## config.mk

```make
export PLATFORM = sky130hd
export DESIGN_NAME = drs_host
export DESIGN_NICKNAME = d
export VERILOG_FILES = /design/src/design/drs_pkg.sv /design/src/design/drs_phase_counter.sv /design/src/design/drs_host.sv
export SDC_FILE = /design/constraint.sdc
export NUM_CORES = 1
export LEC_CHECK = 0
export BUFFER_PORTS_ARGS = -buffer_cell sky130_fd_sc_hd__clkbuf_2
export CORE_MARGIN = 3
export CORE_UTILIZATION = 44
export CTS_BUF_LIST = sky130_fd_sc_hd__clkbuf_4
export CTS_CLUSTER_DIAMETER = 80
export DETAILED_ROUTE_END_ITERATION = 8
export PLACE_DENSITY_LB_ADDON = 0.12
export SLEW_MARGIN = 20
export SYNTH_ARGS = -nofsm -noshare
export SYNTH_HDL_FRONTEND = slang
export SYNTH_SLANG_ARGS = --single-unit
```

## constraint.sdc

```tcl
create_clock -name clk -period 2.2 [get_ports clk]
set_input_delay 0.44 -clock clk [delete_from_list [all_inputs] [get_ports clk]]
set_output_delay 0.44 -clock clk [all_outputs]
set_load 0.02 [all_outputs]
```

## src/design/drs_pkg.sv

```systemverilog
// Shared constants and types for the strobe-port dynamic RAM controller.
package drs_pkg;

    localparam int ADDR_W = 12;
    localparam int ROW_W  = 6;
    localparam int COL_W  = 6;
    localparam int ROWS   = 64;

    // Address field positions: row in the low bits, column above it.
    localparam int ROW_LSB = 0;
    localparam int COL_LSB = 6;

    localparam int CLK_PERIOD_NS = 10;

    // Times as printed, in nanoseconds.
    localparam int CYCLE_INTERVAL_NS      = 220;
    localparam int STROBE_HIGH_MIN_NS     = 120;
    localparam int STROBE_HIGH_MAX_NS     = 3000;
    localparam int RMW_CYCLE_INTERVAL_NS  = 300;
    localparam int RMW_HIGH_MIN_NS        = 200;
    localparam int STROBE_LOW_INTERVAL_NS = 100;
    localparam int ACCESS_NS              = 100;
    localparam int WRITE_WIDTH_NS         = 80;
    localparam int REFRESH_NS             = 2000000;

    function automatic int ns_ceil(input int ns);
        return (ns + CLK_PERIOD_NS - 1) / CLK_PERIOD_NS;
    endfunction

    function automatic int max2(input int a, input int b);
        return (a > b) ? a : b;
    endfunction

    // Derived cycle counts at the 100 MHz clock.
    localparam int ACC_CYC       = ns_ceil(ACCESS_NS);
    localparam int WR_CYC        = ns_ceil(WRITE_WIDTH_NS);
    localparam int LOW_MIN_CYC   = ns_ceil(STROBE_LOW_INTERVAL_NS);
    localparam int HIGH_MAX_CYC  = STROBE_HIGH_MAX_NS / CLK_PERIOD_NS;
    localparam int RD_HIGH_CYC   = max2(ns_ceil(STROBE_HIGH_MIN_NS), ACC_CYC + 2);
    localparam int RD_LOW_CYC    = max2(ns_ceil(CYCLE_INTERVAL_NS) - RD_HIGH_CYC,
                                        LOW_MIN_CYC);
    localparam int RMW_HIGH_CYC  = max2(ns_ceil(RMW_HIGH_MIN_NS), ACC_CYC + 1 + WR_CYC);
    localparam int RMW_LOW_CYC   = max2(ns_ceil(RMW_CYCLE_INTERVAL_NS) - RMW_HIGH_CYC,
                                        LOW_MIN_CYC);
    localparam int REFRESH_CYC   = REFRESH_NS / CLK_PERIOD_NS;

    localparam int PH_W  = 9;
    localparam int REF_W = 18;

    typedef enum logic [2:0] {
        DRS_INIT  = 3'b000,
        DRS_PRE   = 3'b001,
        DRS_IDLE  = 3'b010,
        DRS_SETUP = 3'b011,
        DRS_ACT   = 3'b100
    } drs_state_t;

endpackage

```

## src/design/drs_phase_counter.sv

```systemverilog
// Elapsed-cycle counter that times each strobe phase.
`timescale 1ns/100ps
module drs_phase_counter #(
    parameter int WIDTH = 9
) (
    input  wire logic             clk,
    input  wire logic             rst,
    input  wire logic             clear,
    output logic [WIDTH-1:0]      count
);
    logic [WIDTH-1:0] count_d;

    // Saturates so a long idle spell never wraps back to a small value.
    always_comb begin
        if (clear) begin
            count_d = '0;
        end else if (count != {WIDTH{1'b1}}) begin
            count_d = count + {{(WIDTH-1){1'b0}}, 1'b1};
        end else begin
            count_d = count;
        end
    end

    always_ff @(posedge clk or posedge rst) begin
        if (rst) begin
            count <= '0;
        end else begin
            count <= count_d;
        end
    end
endmodule

```

## src/design/drs_host.sv

```systemverilog
// Controller that drives a 4096 x 1 strobe-port dynamic RAM and keeps it refreshed.
`timescale 1ns/100ps
module drs_host
    import drs_pkg::*;
#(
    parameter int REFRESH_PERIOD_CYC = drs_pkg::REFRESH_CYC
) (
    input  wire logic                        clk,
    input  wire logic                        rst,
    input  wire logic                        req_valid,
    output logic                             req_ready,
    input  wire logic                        req_write,
    input  wire logic                        req_rmw,
    input  wire logic [drs_pkg::ADDR_W-1:0]  req_addr,
    input  wire logic                        req_wdata,
    output logic                             resp_valid,
    output logic                             resp_rdata,
    output logic                             strobe,
    output logic                             select_n,
    output logic                             write_n,
    output logic [drs_pkg::ADDR_W-1:0]       addr,
    output logic                             data_in,
    input  wire logic                        sense_true,
    input  wire logic                        sense_comp
);
    import drs_pkg::*;

    localparam int ROW_INTERVAL_CYC = REFRESH_PERIOD_CYC / ROWS;

    drs_state_t             state_q, state_d;
    logic                   strobe_q, strobe_d;
    logic                   select_n_q, select_n_d;
    logic                   write_n_q, write_n_d;
    logic [ADDR_W-1:0]      addr_q, addr_d;
    logic                   wdata_q, wdata_d;
    logic                   rmw_q, rmw_d;
    logic                   rdata_q, rdata_d;
    logic                   resp_q, resp_d;
    logic                   ref_pend_q, ref_pend_d;
    logic [ROW_W-1:0]       ref_row_q, ref_row_d;
    logic [REF_W-1:0]       ref_cnt_q, ref_cnt_d;
    logic                   ref_tick;
    logic                   ref_issue;
    logic                   ph_clear;
    logic [PH_W-1:0]        ph_cnt;

    function automatic logic ph_at(input logic [PH_W-1:0] cnt, input int n);
        return cnt == PH_W'(n);
    endfunction

    // Places a row and a column into the pin address; refresh cycles use column 0.
    function automatic logic [ADDR_W-1:0] ram_addr(input logic [ROW_W-1:0] row,
                                                   input logic [COL_W-1:0] col);
        logic [ADDR_W-1:0] a;
        a = '0;
        a[ROW_LSB +: ROW_W] = row;
        a[COL_LSB +: COL_W] = col;
        return a;
    endfunction

    // Last phase count of a strobe phase, high or low, for the cycle kind in flight.
    function automatic int phase_last(input logic high, input logic rmw);
        if (high) begin
            return (rmw ? RMW_HIGH_CYC : RD_HIGH_CYC) - 1;
        end
        return (rmw ? RMW_LOW_CYC : RD_LOW_CYC) - 1;
    endfunction

    drs_phase_counter #(
        .WIDTH (PH_W)
    ) u_phase (
        .clk   (clk),
        .rst   (rst),
        .clear (ph_clear),
        .count (ph_cnt)
    );

    assign req_ready  = (state_q == DRS_IDLE) && !ref_pend_q;
    assign resp_valid = resp_q;
    assign resp_rdata = rdata_q;
    assign strobe     = strobe_q;
    assign select_n   = select_n_q;
    assign write_n    = write_n_q;
    assign addr       = addr_q;
    assign data_in    = wdata_q;

    // One row is due every interval; a due row is never dropped by a clear.
    assign ref_tick  = (ref_cnt_q == REF_W'(ROW_INTERVAL_CYC - 1));
    assign ref_issue = (state_q == DRS_IDLE) && ref_pend_q;

    always_comb begin
        ref_cnt_d  = ref_tick ? '0 : ref_cnt_q + REF_W'(1);
        ref_pend_d = (ref_pend_q && !ref_issue) || ref_tick;
        ref_row_d  = ref_issue ? ref_row_q + ROW_W'(1) : ref_row_q;
    end

    always_comb begin
        state_d    = state_q;
        strobe_d   = strobe_q;
        select_n_d = select_n_q;
        write_n_d  = write_n_q;
        addr_d     = addr_q;
        wdata_d    = wdata_q;
        rmw_d      = rmw_q;
        rdata_d    = rdata_q;
        resp_d     = 1'b0;
        ph_clear   = 1'b0;
        case (state_q)
            DRS_INIT: begin
                // Dummy high phase so the first real cycle follows a falling strobe.
                strobe_d = 1'b1;
                // Counting starts one edge before the rise, so the end count is one higher.
                if (ph_at(ph_cnt, RD_HIGH_CYC) && strobe_q) begin
                    strobe_d = 1'b0;
                    ph_clear = 1'b1;
                    state_d  = DRS_PRE;
                end
            end
            DRS_PRE: begin
                if (ph_at(ph_cnt, phase_last(1'b0, rmw_q))) begin
                    state_d = DRS_IDLE;
                end
            end
            DRS_IDLE: begin
                if (ref_pend_q) begin
                    // Read-type refresh with select high: the write path stays idle.
                    addr_d     = ram_addr(ref_row_q, COL_W'(0));
                    select_n_d = 1'b1;
                    write_n_d  = 1'b1;
                    rmw_d      = 1'b0;
                    state_d    = DRS_SETUP;
                end else if (req_valid) begin
                    addr_d     = req_addr;
                    select_n_d = 1'b0;
                    write_n_d  = !(req_write && !req_rmw);
                    wdata_d    = req_wdata;
                    rmw_d      = req_rmw;
                    state_d    = DRS_SETUP;
                end
            end
            DRS_SETUP: begin
                // Address and controls have settled for a cycle before the rise.
                strobe_d = 1'b1;
                ph_clear = 1'b1;
                state_d  = DRS_ACT;
            end
            DRS_ACT: begin
                if (ph_at(ph_cnt, ACC_CYC) && write_n_q) begin
                    rdata_d = sense_true && !sense_comp;
                end
                if (rmw_q && ph_at(ph_cnt, ACC_CYC)) begin
                    write_n_d = 1'b0;
                end
                if (ph_at(ph_cnt, phase_last(1'b1, rmw_q))) begin
                    strobe_d   = 1'b0;
                    select_n_d = 1'b1;
                    write_n_d  = 1'b1;
                    resp_d     = !(select_n_q);
                    ph_clear   = 1'b1;
                    state_d    = DRS_PRE;
                end
            end
            default: begin
                strobe_d   = 1'b0;
                select_n_d = 1'b1;
                write_n_d  = 1'b1;
                ph_clear   = 1'b1;
                state_d    = DRS_PRE;
            end
        endcase
    end

    always_ff @(posedge clk or posedge rst) begin
        if (rst) begin
            state_q    <= DRS_INIT;
            strobe_q   <= 1'b0;
            select_n_q <= 1'b1;
            write_n_q  <= 1'b1;
            addr_q     <= '0;
            wdata_q    <= 1'b0;
            rmw_q      <= 1'b0;
            rdata_q    <= 1'b0;
            resp_q     <= 1'b0;
            ref_pend_q <= 1'b0;
            ref_row_q  <= '0;
            ref_cnt_q  <= '0;
        end else begin
            state_q    <= state_d;
            strobe_q   <= strobe_d;
            select_n_q <= select_n_d;
            write_n_q  <= write_n_d;
            addr_q     <= addr_d;
            wdata_q    <= wdata_d;
            rmw_q      <= rmw_d;
            rdata_q    <= rdata_d;
            resp_q     <= resp_d;
            ref_pend_q <= ref_pend_d;
            ref_row_q  <= ref_row_d;
            ref_cnt_q  <= ref_cnt_d;
        end
    end
endmodule

```

# [After elaboration in Yosys (flattened, before gate mapping)]
# Index checks and enable logic that the tools add are counted.
[word_totals] reg_bits=56 in_bits=20 output_inout_bits=19
[classes] add_sub_neg=4 n_eq_ne=15 n_mux=34 bitwise_logic=3 reduce_logical=27
[op_table] op="9-bit 2-to-1 mux" n=4
[op_table] op="9-bit by 4-bit equality test with 1-bit output (second input constant)" n=3
[op_table] op="12-bit 2-to-1 mux" n=2
[op_table] op="18-bit by 1-bit adder with 18-bit output (second input constant)" n=1
[op_table] op="18-bit by 12-bit equality test with 1-bit output (second input constant)" n=1
[op_table] op="18-bit 2-to-1 mux" n=1
[op_table] op="1-bit 2-to-1 mux" n=16
[op_table] op="3-bit 2-to-1 mux" n=5
[op_table] op="3-bit one-hot mux with 5 select lines" n=1
[op_table] op="9-bit by 1-bit adder with 9-bit output (second input constant)" n=1
[op_table] op="9-bit equality test" n=1
[op_table] op="9-bit inequality test (second input constant)" n=1
[op_table] op="1-bit one-hot mux with 3 select lines" n=3
[op_table] op="3-bit AND reduction" n=3
[op_table] op="1-bit logical AND" n=8
[op_table] op="6-bit by 1-bit adder with 6-bit output (second input constant)" n=1
[op_table] op="3-bit by 2-bit equality test with 1-bit output (second input constant)" n=2
[op_table] op="1-bit logical NOT" n=6
[op_table] op="2-bit inequality test (second input constant)" n=3
[op_table] op="3-bit inequality test (second input constant)" n=2
[op_table] op="2-bit AND reduction" n=3
[op_table] op="5-bit by 1-bit subtractor with 6-bit output (second input constant)" n=1
[op_table] op="5-bit 2-to-1 mux" n=1
[op_table] op="1-bit one-hot mux with 4 select lines" n=1
[op_table] op="9 further kinds" n=12

# [Longest topological paths before layout]
# Gate-level depths: netlist of the first run.
[depth] ltp_word=8 mapped_depth=8 mapped_depth_nobuf=8

# [By module]
# From an unflattened synthesis of the first run, not the netlist that was laid out.
[unflattened] cells_unflattened=252 area_unflattened_um2=2752.6
[by_module_without_submodules] module="drs_host" n_inst=1 cells_per_inst=205 area_each_um2=2290.9 seq_area_each_um2=1178.6
[by_module_without_submodules] module="drs_phase_counter" n_inst=1 cells_per_inst=47 area_each_um2=461.7 seq_area_each_um2=225.2

# [Worst setup path after synthesis of the first run]
# Ideal clock, no wire load.
[synth_timing] kind="register -> register" start="register u_phase.count[0]" end="register u_phase.count[7]" setup_ns=0.077 arrival_time_ns=1.816 t_required_ns=2.123 setup_slack_ns=0.306 path_stages_with_launch=9 period_less_slack_ns=1.894 path_cell_list="dfrtp_1 -> ha_1 -> and2_1 -> and4_1 -> ha_1 -> and3b_1 -> nand4_1 -> xor2_1 -> a21oi_1"
[synth_via] elab_chain_len=5 word_cells_on_any_way=11 cone_classes="1 x add/sub; 3 x eq/ne; 5 x mux; 2 x reduce/logical"
[synth_rtl] item="from (decl)" line_no="drs_phase_counter.sv:9" text="output logic [WIDTH-1:0] count"
[synth_rtl] item="from (signal assigned)" line_no="drs_phase_counter.sv:28" text="count <= count_d;"
[synth_rtl] item="branches (longest 5 deep; another with 9-bit by 1-bit adder with 9-bit output)"
# Several ways; the timed one is not identified. The select of a mux whose other input is x is not followed.
# A chain may end at the register's enable or synchronous reset.

# [Worst setup path in the final report of the first run]
[layout_timing] start="register u_phase.count[1]" end="register u_phase.count[7]"
# The elaborated chain is that of the path after synthesis.

==> impl_metrics.yaml, run 1 <==
synth:
  syn_area_sq_um: 2790
  synth_top_area_share_pct: 48.5
  synth_area_leaders: "dfrtp_1 (48%), xnor2_1 (4.4%), xor2_1 (4.4%)"
  syn_nets: 276
  syn_avg_cell_area_sq_um: 11.2
  synth_top_area_cell: "dfrtp_1"
  ys_seq_area_share_pct: 50.4
  ys.flop_type: "dfrtp_1"
  ys_ff_latch: 56
  synthCells: 248
  yosys_warnings: 0
  synth_cell_type_count: 53
  synth_enable_flop_cells: 0
  synthArstFlopShare_pct: 100
global_route:
  grt_pass1_vias: 1908
  grt_usage_pct: 15.0
  antenna_found_initial: 0
  use_met1_pct: 20.4
  grt_max_degree: 36
  grt.met2_usage_pct: 24.4
  grt_first_pass_wirelength_um: 8940
  overflow: 0
  grt_busiest_layer: "met2"
  met3_usage_pct: 3.46
sta:
  setup_violations: 0
  max_freq_mhz: 492
  finalCritPeriodShare_pct: 92.5
  rsz0062_at_grt: "false"
  min_period_ns: 2.03
  final.setup_skew_ns: 0.0127
  setup_tns_ns: 0
  tightest_slew_ns: 0.583
  hold_viol: 0
  timing.slew.headroom_pct: 61.1
  maxSlewViolCount: 0
detailed_routing:
  drt-pass1-iter-count: 4
  wl_um: 5080
  viasPerCell: 5.27
  drc: 0
  drt-wirelength-per-cell_um: 13.9
  drtIter0Drc: 71
  vias: 1928
  ant_nets: 0
clock_network:
  clkTransAtPathRegs_ns: 0.16
  clk_latency_ns: 0.37
  clock_sinks: 56
  cts_resized: 0
  root_buffer: "clkbuf_4"
  cts.htree.levels: 2
  numCtsBuffers: 5
  cts_tree: "yes"
  cts_max_path_buffers: 2
layout:
  area_growth_pct: 13.1
  final_common_cell: "dfrtp_1"
  antenna_cells: 0
  nets: 318
  final_cell_mix: "dfrtp_1 (54), clkbuf_2 (38), nor2_1 (15)"
  design_area_sq_um: 3150
  final_util_pct: 52.3
  drive_gt1_share_pct: 24.1
worst_setup_path:
  path_max_fanout: 5
  cp-end-kind: "flop"
  cp.arrival_ns: 2.34
  cp_data_required_time_ns: 2.51
  path_class: "reg -> reg"
  r2r_cells: 8
  startpoint_type: "flop"
  regToRegSetupSlack_ns: 0.17
floorplan:
  initial_core_util_pct: 46.3
  coreArea_sq_um: 6030
  fp.dieH_um: 85.6
  die_w_um: 85.6
  design.die.area_sq_um: 7330
  ioPinCount: 39
  rows: 28
power:
  ir_worst_vdd_mv: 0.296
  pwr_density_cell_nw_per_um2: 532
  power.leakage_nw: 1.47
  p_total_mw: 1.68
run_status:
  status: "finished, final reports clean"
placement:
  routabilityCongestion: 0.758
  io_buffers: 38
  hpwl_um: 3730
  place_area_sq_um: 3070
flow_run:
  max_cap_viol_count: 0
worst_hold_path:
  worstHoldPathType: "in -> async"
==> final timing paths <==
kind | start | to
min in group clk | req_valid | select_n
hold / removal | rst | addr[0]
hold reg to reg | ref_row_q[5] | ref_row_q[5]
setup / recovery | u_phase.count[1] | u_phase.count[7]
max in group asynchronous | rst | write_n
setup reg to reg | u_phase.count[1] | u_phase.count[7]
==> per-stage QoR <==
step	hold WS [ns]	setup WS, ns	instances
2_1_floorplan	0.445	0.306	248
3_3_place_gp	0.462	0.197	357
3_5_place_dp	0.466	0.179	357
4_1_cts	0.0322	0.136	365
5_1_grt	0.0440	0.0143	366
6_report	0.0349	0.166	366
==> where the power goes <==
part / internal (mW) / total (mW) / switching (mW)
Combinational: 0.0277 / 0.0718 / 0.0441
Clock: 0.238 / 0.560 / 0.322
Sequential: 1.04 / 1.04 / 0.00453
==> cell usage after synthesis, types with 2 or more instances <==
cell	number
a21oi_1	12
a22o_1	9
and2_1	4
and3_1	3
and4_1	3
buf_2	3
buf_4	2
dfrtp_1	54
dfstp_2	2
ha_1	8
inv_1	8
mux2_2	2
mux2i_1	8
nand2_1	14
nand2b_1	2
nand3_1	11
nand4_1	12
nor2_1	15
nor2b_1	3
nor3_1	4
nor3_2	2
nor4_1	2
nor4_4	2
o21ai_0	5
o21ai_1	4
xnor2_1	14
xor2_1	14
==> logic make-up after synthesis <==
logic type	count (synthesis)	synth area share (%)
DFF	56	50.4
muxes	11	4.08
buffers and inverters	16	2.83
AOI/OAI and AO/OA	37	9.43
and+or+nand+nor	91	20.6
adders and majority gates	9	3.95
xor gates and xnor gates	28	8.80
==> registers in the layout, indices dropped and copies added (netlist names), 3 cells and up <==
signal and flops:
addr 12, state_q 3, u_phase.count 9, ref_row_q 6, ref_cnt_q 18
==> final cells by class <==
type | instances | area (sq um)
inverters | 8 | 30.0
well taps | 75 | 93.8
multi-input cells | 176 | 1310
flip-flops and latches | 56 | 1400
fillers | 556 | 2870
clock inverters | 3 | 42.5
repair buffers | 43 | 240
clock buffers | 5 | 37.5
==> per-layer routing <==
layer / vias up / share of wire (%)
met4: 0 / 1.1
met2: 31 / 46
met5: - / 0
met3: 7 / 4.3
li1: 965 / -
met1: 925 / 48
==> critical path, cell delays in order, from the launching register on <==
cell     delay, ns
dfrtp_1       0.45
ha_1          0.24
and2_1        0.16
and4_1        0.19
ha_1          0.25
and3b_1       0.28
nand4_1       0.11
xor2_1        0.16
a21oi_1       0.12
==> repair_timing <==
| action | 4_1_cts | 5_1_grt |
|---|---|---|
| hold buffers | 0 | 0 |
| setup endpoints to repair | 0 | 1 |
| setup buffers | 0 | 1 |
Note: power is estimated with default switching activity, not from simulation.
==> run 2, diff against run 1 <==
- PLACE_DENSITY: unset -> 0.64
- PLACE_DENSITY_LB_ADDON: 0.12 -> unset
==> run 2 against run 1 <==
Effect of this change:
- setup slack worse by 0.037 ns
- non-clock buffer count unchanged
- clock power shrank 18%
- fmax fell by 1.8%
- combinational power decreased by 2%
- wire length down 2.1%
- largest power group unchanged
==> impl_metrics.yaml, run 2 (synthesis gave the netlist of run 1 again) <==
run_status:
  status: "finished, final reports clean"
layout:
  final_cell_mix: "dfrtp_1 (54), clkbuf_2 (38), nor2_1 (15)"
  drive_gt1_share_pct: 25.1
  final_common_cell: "dfrtp_1"
  antenna_cells: 0
  multiInputGateArea_sq_um: 1310
  design_area_sq_um: 3120
  final-seq-area_sq_um: 1400
  largest_reg_flops: 18
  fin_cells: 366
  area_growth_pct: 12.1
  nets: 318
  fillers: 562
  final_util_pct: 51.8
  regMostFlops: "ref_cnt_q"
global_route:
  antenna_found_initial: 0
  grt_usage_pct: 14.8
  overflow: 0
  grt_max_degree: 25
  grt_pass1_vias: 1925
  grt_first_pass_wirelength_um: 8850
placement:
  hpwl_um: 3730
  dp_cells: 358
  routabilityCongestion: 0.808
  place_area_sq_um: 3060
  io_buffers: 38
sta:
  timing.slew.headroom_pct: 61.6
  min_period_ns: 2.07
  maxSlewViolCount: 0
  finalCritPeriodShare_pct: 94.1
  hold_ws_ns: 0.0393
  rsz0062_at_grt: "false"
  setup_violations: 0
  setup_tns_ns: 0
  max_freq_mhz: 483
  final.setup_skew_ns: 0.00965
  hold_viol: 0
  tightest_slew_ns: 0.576
clock_network:
  clk_latency_ns: 0.38
  root_buffer: "clkbuf_4"
  cts-hold-fix-buffers: 0
  numCtsBuffers: 5
  cts_tree: "yes"
  cts_setup_buffers: 0
  cts_max_path_buffers: 2
  clkTransAtPathRegs_ns: 0.16
  clock_sinks: 56
  cts_resized: 0
  cts.htree.levels: 2
floorplan:
  ioPinCount: 39
  coreArea_sq_um: 6030
  rows: 28
  fp.dieH_um: 85.6
  design.die.area_sq_um: 7330
  die_w_um: 85.6
  initial_core_util_pct: 46.3
worst_setup_path:
  cp.arrival_ns: 2.39
  regToRegSetupSlack_ns: 0.13
  cp_data_required_time_ns: 2.52
  r2r_end: "u_phase.count[7]"
  r2r_cells: 8
  r2r_start: "u_phase.count[0]"
  path_max_fanout: 5
  cp-end-kind: "flop"
  startpoint_type: "flop"
  path_class: "reg -> reg"
detailed_routing:
  vias: 1936
  drt-wirelength-per-cell_um: 13.6
  ant_nets: 0
  drtIter0Drc: 75
  viasPerCell: 5.29
  drt-pass1-iter-count: 4
  wl_um: 4980
  drc: 0
power:
  pwr_density_cell_nw_per_um2: 504
  power.leakage_nw: 1.46
  ir_worst_vdd_mv: 0.340
flow_run:
  max_cap_viol_count: 0
worst_hold_path:
  worstHoldPathType: "in -> async"
==> run 2: where the power goes <==
part | total, mW | switching, mW | internal, mW
combinational | 0.0702 | 0.0438 | 0.0264
clock | 0.459 | 0.329 | 0.130
sequential | 1.04 | 0.00474 | 1.04
total | 1.57 | 0.378 | 1.20
==> run 2: metrics by stage <==
stage	power, mW	setup WS (ns)
finish	1.57	0.129
global route	1.64	0.0164
CTS	1.60	0.111
detailed placement	1.14	0.144
global placement	1.14	0.217
floorplan	1.10	0.306
==> run 2: cell type report <==
type | instances | area share, %
Inverter | 8 | 0.961
Clock buffer | 5 | 1.20
Timing Repair Buffer | 43 | 7.29
Tap cell | 75 | 3.00
Clock inverter | 3 | 0.721
Multi-Input combinational cell | 176 | 41.9
Sequential cell | 56 | 44.9
==> run 2: worst max-delay path by stage <==
stage | depth (start not counted) | slack [ns] | startpoint | endpoint
2_1_floorplan | 8 | 0.31 | u_phase.count[0] | u_phase.count[7]
3_3_place_gp | 8 | 0.22 | u_phase.count[0] | u_phase.count[7]
3_5_place_dp | 8 | 0.14 | u_phase.count[0] | u_phase.count[6]
4_1_cts | 8 | 0.11 | u_phase.count[0] | u_phase.count[6]
5_1_grt | 8 | 0.02 | u_phase.count[0] | u_phase.count[7]
6_report | 8 | 0.13 | u_phase.count[0] | u_phase.count[7]
==> run 2: routing by layer <==
layer  track usage (%)  vias to the layer above  routed length, um
met1              20.2                      930               2390
met5                 0                        -                  0
met3              3.17                        7                226
met2              23.9                       35               2300
met4              4.17                        0                 58
li1                  -                      964                  -
==> run 2: worst max-delay path: stages, from the launching register on <==
cell and delay [ns]:
dfrtp_1 0.46, ha_1 0.25, and2_1 0.16, and4_1 0.20, ha_1 0.27, and3b_2 0.29, nand4_1 0.11, xor2_1 0.16
a21oi_1 0.11
